==> src/hw/isi_pkg.sv <==
// Purpose: Shared constants for the injector start and interlock block.
// Assumes: 100 MHz system clock.
// Notes:   Times are kept in their own units; cycle counts derive from them.
package isi_pkg;

  localparam int unsigned CLK_MHZ         = 100;
  localparam int unsigned SYNC_PULSE_MS   = 100;
  localparam int unsigned SYNC_PULSE_CYC  = SYNC_PULSE_MS * 1000 * CLK_MHZ;
  localparam int unsigned DEBOUNCE_MS     = 10;
  localparam int unsigned DEBOUNCE_CYC    = DEBOUNCE_MS * 1000 * CLK_MHZ;
  localparam int unsigned XRAY_DELAY_MS   = 500;
  localparam int unsigned XRAY_DELAY_CYC  = XRAY_DELAY_MS * 1000 * CLK_MHZ;
  localparam int unsigned CNT_W           = 32;
  localparam int unsigned N_CONTACTS      = 5;

  // Contact input indices.
  localparam int unsigned IDX_HAND    = 0;
  localparam int unsigned IDX_EXT     = 1;
  localparam int unsigned IDX_INHIBIT = 2;
  localparam int unsigned IDX_DISABLE = 3;
  localparam int unsigned IDX_RWAVE   = 4;

  typedef enum logic [1:0] {
    ISI_IDLE    = 2'b00,
    ISI_RUNNING = 2'b01
  } isi_state_t;

endpackage : isi_pkg

==> src/hw/isi_interlock.sv <==
// Purpose: Injection start, stop and interlock logic with imaging-system contacts.
// Assumes: All contact inputs are asynchronous closures, high means closed.
// Notes:   Contact outputs are high while the contact is to be closed.
//
// Summary of operation
// RULE1: Close imaging-trigger contact when X-ray delay expires during an injection.
// RULE2: Reopen imaging-trigger contact as soon as the start switch opens.
// RULE3: External start is a contact closure; closure enables the start circuit.
// RULE4: External contact opening stops injection unless hand switch still held.
// RULE5: With external start closed, releasing hand switch does not stop injection.
// RULE6: Console disable stops an injection whatever the start inputs show.
// RULE7: Ready contact closed while enabled, open while disabled.
// RULE8: Inhibit input blocks external starts; console starts still work.
// RULE9: Running contact closed during an injection, open in standby.
// RULE10: Each detected R-wave gives one 100 ms sync pulse. Code ignores R-waves that rise while a pulse is active.
// RULE11: Insert a start marker into ECG trace when ECG-triggered injection begins.
// RULE12: In multiple-ECG mode also insert a marker where each injection stops.
// RULE13: Synchronise and debounce every contact input before use.
// RULE14: Delay and pulse durations come from parameterised system-clock counters.
`timescale 1ns/1ps
module isi_interlock #(
  parameter int unsigned DEBOUNCE_CYC   = isi_pkg::DEBOUNCE_CYC,
  parameter int unsigned XRAY_DELAY_CYC = isi_pkg::XRAY_DELAY_CYC,
  parameter int unsigned SYNC_PULSE_CYC = isi_pkg::SYNC_PULSE_CYC
) (
  input  wire logic clk,             // System clock, 100 MHz.
  input  wire logic rst,             // Synchronous reset, active high.
  input  wire logic hand_start_in,   // Local hand switch closed.
  input  wire logic ext_start_in,    // External start contact closed.
  input  wire logic inhibit_in,      // External inhibit contact closed.
  input  wire logic disable_in,      // Console disable switch pressed.
  input  wire logic rwave_in,        // R-wave detector level.
  input  wire logic enabled,         // Injector armed, from the console logic.
  input  wire logic ecg_trig_mode,   // Injections are ECG-triggered.
  input  wire logic multi_ecg_mode,  // Multiple-ECG injection mode.
  output logic      imaging_trig_out,// Imaging-trigger contact closed.
  output logic      ready_out,       // Ready contact closed.
  output logic      running_out,     // Running contact closed.
  output logic      rwave_sync_out,  // R-wave synchronisation pulse.
  output logic      marker_start,    // One-cycle request for a start marker.
  output logic      marker_stop      // One-cycle request for a stop marker.
);

  // --------------------------------------------------------------------------
  // Input conditioning
  // --------------------------------------------------------------------------
  logic [isi_pkg::N_CONTACTS-1:0] raw_w;
  logic [isi_pkg::N_CONTACTS-1:0] clean_w;

  assign raw_w[isi_pkg::IDX_HAND]    = hand_start_in;
  assign raw_w[isi_pkg::IDX_EXT]     = ext_start_in;
  assign raw_w[isi_pkg::IDX_INHIBIT] = inhibit_in;
  assign raw_w[isi_pkg::IDX_DISABLE] = disable_in;
  assign raw_w[isi_pkg::IDX_RWAVE]   = rwave_in;

  for (genvar i = 0; i < isi_pkg::N_CONTACTS; i++) begin : g_db
    // The R-wave line is a logic signal and needs only a short settle.
    isi_debounce #(
      .STABLE_CYC ((i == isi_pkg::IDX_RWAVE) ? 2 : DEBOUNCE_CYC)
    ) u_db (
      .clk    (clk),
      .rst    (rst),
      .raw_in (raw_w[i]),
      .clean  (clean_w[i])
    ); // [RULE13]
  end

  wire hand_w    = clean_w[isi_pkg::IDX_HAND];
  wire ext_w     = clean_w[isi_pkg::IDX_EXT];
  wire inhibit_w = clean_w[isi_pkg::IDX_INHIBIT];
  wire disable_w = clean_w[isi_pkg::IDX_DISABLE];
  wire rwave_w   = clean_w[isi_pkg::IDX_RWAVE];

  // --------------------------------------------------------------------------
  // Start and stop decision
  // --------------------------------------------------------------------------
  wire ext_ok_w    = ext_w && !inhibit_w;            // [RULE3] [RULE8]
  wire any_start_w = hand_w || ext_ok_w;             // [RULE4] [RULE5]
  wire stop_w      = disable_w || !any_start_w;      // [RULE6]
  wire go_w        = enabled && !disable_w && any_start_w;

  isi_pkg::isi_state_t state_q;
  isi_pkg::isi_state_t state_d;

  always_comb begin
    state_d = state_q;
    unique case (state_q)
      isi_pkg::ISI_IDLE: begin
        if (go_w) begin
          state_d = isi_pkg::ISI_RUNNING;
        end
      end
      isi_pkg::ISI_RUNNING: begin
        if (stop_w || !enabled) begin
          state_d = isi_pkg::ISI_IDLE; // [RULE4] [RULE5] [RULE6]
        end
      end
      default: begin
        state_d = isi_pkg::ISI_IDLE;
      end
    endcase
  end

  wire start_ev_w = (state_q == isi_pkg::ISI_IDLE) && (state_d == isi_pkg::ISI_RUNNING);
  wire stop_ev_w  = (state_q == isi_pkg::ISI_RUNNING) && (state_d == isi_pkg::ISI_IDLE);

  // --------------------------------------------------------------------------
  // X-ray delay timer
  // --------------------------------------------------------------------------
  logic [isi_pkg::CNT_W-1:0] xray_cnt_q;
  logic                      trig_q;
  wire  xray_done_w = (xray_cnt_q >= isi_pkg::CNT_W'(XRAY_DELAY_CYC - 1));

  always_ff @(posedge clk) begin
    if (rst) begin
      state_q    <= isi_pkg::ISI_IDLE;
      xray_cnt_q <= '0;
      trig_q     <= 1'b0;
    end else begin
      state_q <= state_d;
      if (state_d != isi_pkg::ISI_RUNNING || !any_start_w) begin
        xray_cnt_q <= '0;
        trig_q     <= 1'b0;                          // [RULE2]
      end else if (state_q == isi_pkg::ISI_RUNNING && !trig_q) begin
        if (xray_done_w) begin
          trig_q <= 1'b1;                            // [RULE1]
        end else begin
          xray_cnt_q <= xray_cnt_q + 1'b1;           // [RULE14]
        end
      end
    end
  end

  // --------------------------------------------------------------------------
  // R-wave sync pulse and ECG markers
  // --------------------------------------------------------------------------
  logic                      rwave_prev_q;
  logic [isi_pkg::CNT_W-1:0] sync_cnt_q;
  logic                      sync_q;
  logic                      mk_start_q;
  logic                      mk_stop_q;
  logic                      ready_q;
  logic                      running_q;
  wire  rwave_rise_w = rwave_w && !rwave_prev_q;
  wire  sync_end_w   = (sync_cnt_q >= isi_pkg::CNT_W'(SYNC_PULSE_CYC - 1));

  always_ff @(posedge clk) begin
    if (rst) begin
      rwave_prev_q <= 1'b0;
      sync_cnt_q   <= '0;
      sync_q       <= 1'b0;
      mk_start_q   <= 1'b0;
      mk_stop_q    <= 1'b0;
      ready_q      <= 1'b0;
      running_q    <= 1'b0;
    end else begin
      rwave_prev_q <= rwave_w;
      if (rwave_rise_w && !sync_q) begin
        sync_q     <= 1'b1;                          // [RULE10]
        sync_cnt_q <= '0;
      end else if (sync_q) begin
        if (sync_end_w) begin
          sync_q <= 1'b0;                            // [RULE14]
        end else begin
          sync_cnt_q <= sync_cnt_q + 1'b1;
        end
      end
      mk_start_q <= start_ev_w && ecg_trig_mode;     // [RULE11]
      mk_stop_q  <= stop_ev_w && ecg_trig_mode && multi_ecg_mode; // [RULE12]
      ready_q    <= enabled;                         // [RULE7]
      running_q  <= (state_d == isi_pkg::ISI_RUNNING); // [RULE9]
    end
  end

  assign imaging_trig_out = trig_q;
  assign ready_out        = ready_q;
  assign running_out      = running_q;
  assign rwave_sync_out   = sync_q;
  assign marker_start     = mk_start_q;
  assign marker_stop      = mk_stop_q;

endmodule : isi_interlock

==> src/hw/isi_debounce.sv <==
// Purpose: Two-flop synchroniser followed by a stability debouncer.
// Assumes: Raw input is asynchronous to clk.
// Notes:   Output changes only after the input holds steady for STABLE_CYC cycles.
`timescale 1ns/1ps
module isi_debounce #(
  parameter int unsigned STABLE_CYC = 1000
) (
  input  wire logic clk,    // System clock.
  input  wire logic rst,    // Synchronous reset, active high.
  input  wire logic raw_in, // Asynchronous contact level.
  output logic      clean   // Debounced level.
);

  logic        meta_q;
  logic        sync_q;
  logic [31:0] cnt_q;
  logic        clean_q;

  wire         differs  = (sync_q != clean_q);
  wire         settled  = (cnt_q >= 32'(STABLE_CYC - 1));

  always_ff @(posedge clk) begin
    if (rst) begin
      meta_q  <= 1'b0;
      sync_q  <= 1'b0;
      cnt_q   <= 32'h0;
      clean_q <= 1'b0;
    end else begin
      meta_q <= raw_in;
      sync_q <= meta_q;
      if (!differs) begin
        cnt_q <= 32'h0;
      end else if (settled) begin
        cnt_q   <= 32'h0;
        clean_q <= sync_q;
      end else begin
        cnt_q <= cnt_q + 32'h1;
      end
    end
  end

  assign clean = clean_q;

endmodule : isi_debounce

==> config.mk <==
export PLATFORM = sky130hd
export DESIGN_NAME = isi_interlock
export DESIGN_NICKNAME = d
export VERILOG_FILES = /design/src/hw/isi_pkg.sv /design/src/hw/isi_interlock.sv /design/src/hw/isi_debounce.sv
export SDC_FILE = /design/constraint.sdc
export NUM_CORES = 1
export LEC_CHECK = 0
export BUFFER_PORTS_ARGS = -buffer_cell sky130_fd_sc_hd__buf_2
export CAP_MARGIN = 0
export CORE_MARGIN = 2
export CORE_UTILIZATION = 30
export DETAILED_ROUTE_END_ITERATION = 10
export PLACE_DENSITY = 0.5
export SLEW_MARGIN = 40
export SYNTH_ARGS = -nofsm -noshare
export SYNTH_HDL_FRONTEND = slang
export SYNTH_HIERARCHICAL = 1
export SYNTH_SLANG_ARGS = --single-unit
==> constraint.sdc <==
create_clock -name clk -period 2.9 [get_ports clk]
set_clock_uncertainty 0.05 [all_clocks]
set_input_delay 0.58 -clock clk [delete_from_list [all_inputs] [get_ports clk]]
set_output_delay 0.58 -clock clk [all_outputs]
set_load 0.05 [all_outputs]
==> metrics.yaml <==
place:
  place_inst: 1492
  dp_hpwl_mm: 11.7
  io_buffer_count: 15
  placed_cell_area_sq_um: 10600
  gp_congestion: 0.722
clock_tree:
  cts_root_buf: "clkbuf_16"
  cts_max_path_buffers: 3
  clkSlewWorstSetupHoldPaths_ns: 0.06
  cts_tree: "done"
  cts_sinks: 248
  numCtsBuffers: 27
  post_cts_resize_count: 0
  cts_hold_buf: 0
  clk_latency_ns: 0.52
  post-cts-setup-buffer-count: 0
  htreeDepth: 1
sta:
  fmax_mhz: 433
  fin_setup_tns_ns: 0
  max_slew_margin_pct: 53.1
  setup_viol: 0
  period_share_pct: 79.6
  slew_violations: 0
  period_minus_slack_ns: 2.31
  hold_violations: 0
  rsz0062_at_grt: "false"
  worst_pin_slew_ns: 0.702
power_and_ir_drop:
  power_density_nw_per_um2: 640
  leakage_nw: 3.87
  vdd.ir_drop.worst_mv: 0.440
  total_power_mw: 7.45
yosys:
  synth_seq_cells: 248
  syn_inst: 985
  syn_avg_cell_area_sq_um: 10.0
  synth_edf_count: 0
  synth.largest_area_cell: "dfxtp_1"
  synth.top_cell.area_share_pct: 50.4
  async_flop_share_pct: 0
  netlist_area_sq_um: 9860
  ys_warn_count: 6
  yosys.cell_count.top_type: "dfxtp_1"
  seq_area_frac_synth_pct: 50.4
  ys_top_cells_by_area: "dfxtp_1 50%, nor2_2 5.1%, xnor2_1 3.8%, xor2_1 3.6%, nand3_1 3.4%"
  synth_cell_types: 57
  synth.cells.most_frequent: "248 x dfxtp_1, 80 x nor2_2, 67 x nand3_1, 50 x nand2_1, 43 x xnor2_1"
  synth-main-ff-cell: "dfxtp_1"
worst_setup_path:
  cp-startpoint: "sync_cnt_q[16]$_SDFFE_PP0P_"
  cp-start-kind: "flip-flop"
  crit_fanout: 43
  crit_arrival_ns: 2.71
  path_class: "reg2reg"
  r2r-start: "sync_cnt_q[16]$_SDFFE_PP0P_"
  worstSetupEndpointType: "flip-flop"
  critPathRequiredTime_ns: 3.30
floorplan:
  ioPinCount: 16
  die_w_um: 185
  core_sq_um: 32500
  die_height_um: 185
  dieArea_sq_um: 34300
  start_util_pct: 30.4
  fp-row-count: 66
layout:
  finalNetCount: 1098
  instances_no_fill: 1541
  area_growth_pct: 18.1
  drive_gt1_share_pct: 17.7
  stdcell_area_sq_um: 11600
  final_util_pct: 35.9
  antenna_cells: 0
drt:
  routed_wl_mm: 17.6
  final_antenna_net_count: 0
  drt_first_iter_violations: 237
  dr.pass1.iters: 4
  routedWlPerCell_um: 11.4
  vias: 6820
  viasPerCell: 4.43
  drcViolationCount: 0
hold_path:
  hold_start: "rwave_in"
  hold_class: "in2reg"
global_routing:
  antenna_found_initial: 0
  grt_max_degree: 44
  overflow: 0
  grt_usage_pct: 10.7
  grt_pass1_vias: 6615
  grt_pass1_wl_mm: 31.2
job:
  drv_cap: 0
outcome:
  status: "completed"
[where the power goes]
part | internal [mW] | switching (mW)
Sequential | 3.48 | 0.0274
Combinational | 0.0280 | 0.0507
Clock | 2.47 | 1.40
Total | 5.98 | 1.48
[per-layer routing]
| metal | track usage [%] | routed length [um] |
|---|---|---|
| met5 | 0 | 0 |
| met4 | 3.27 | 461 |
| met3 | 1.83 | 450 |
| met2 | 17.1 | 7650 |
| met1 | 14.6 | 9010 |
[worst paths after layout]
kind | end | slack [ns] | depth (start not counted)
min reg2reg | g_db[4].u_db/sync_q$_SDFF_PP0_ | 0.39 | 1
max reg2reg | sync_cnt_q[21]$_SDFFE_PP0P_ | 0.59 | 5
max | sync_cnt_q[21]$_SDFFE_PP0P_ | 0.59 | 5
min | g_db[4].u_db/meta_q$_SDFF_PP0_ | 0.22 | 2
[flip-flops by register name, indices dropped and copies added (netlist names)]
signal            cells
g_db.u_db/cnt_q     160
sync_cnt_q           32
xray_cnt_q           32
g_db.u_db/clean       5
g_db.u_db/meta_q      5
g_db.u_db/sync_q      5
state_q               2
imaging_trig_out      1
marker_start          1
marker_stop           1
ready_out             1
running_out           1
rwave_prev_q          1
rwave_sync_out        1
[cell usage in the layout, fill, tap and decap left out, types with 20 or more instances in the layout]
master     count
a21oi_1       33
and2_1        20
and3_1        23
clkbuf_16     27
conb_1        78
dfxtp_1      248
inv_1         24
nand2_1       50
nand3_1       67
nand4_1       27
nor2_1        38
nor2_2        80
nor3_1        21
nor4_2        22
or3_1         20
xnor2_1       43
xor2_1        41
[kinds of logic after synthesis]
logic type               after synthesis  synth area share, %
AND/OR/NAND/NOR                      468                 29.6
flip-flops                           248                 50.4
AO/OA/AOI/OAI                        117                 8.22
XOR/XNOR                              84                 7.46
buffers and inverters                 52                 2.86
adder cells (fa/ha/maj)                9                 1.14
other                                  6                0.228
multiplexers                           1                0.102
[worst max-delay path, cell delays in order, from the launching register on]
cell     delay [ns]
dfxtp_1        0.37
o311a_1        0.38
o31a_1         0.27
a311o_4        0.49
or4_1          0.54
a21oi_1        0.14
[cell type report]
| type | instances | area, sq um |
|---|---|---|
| Tap cell | 442 | 553 |
| Timing Repair Buffer | 21 | 120 |
| Sequential cell | 248 | 4960 |
| Inverter | 24 | 90.1 |
| Fill cell | 3317 | 20800 |
| Clock buffer | 29 | 703 |
| Multi-Input combinational cell | 757 | 4890 |
| Clock inverter | 20 | 319 |
[through the flow]
| step | hold WS, ns | worst slack [ns] |
|---|---|---|
| 6_report | 0.223 | 0.591 |
| 5_1_grt | 0.220 | 0.419 |
| 4_1_cts | 0.194 | 0.595 |
| 3_5_place_dp | 0.379 | 0.608 |
| 3_3_place_gp | 0.369 | 0.550 |
| 2_1_floorplan | 0.364 | 0.799 |
Power figures use the tool's default switching activity.
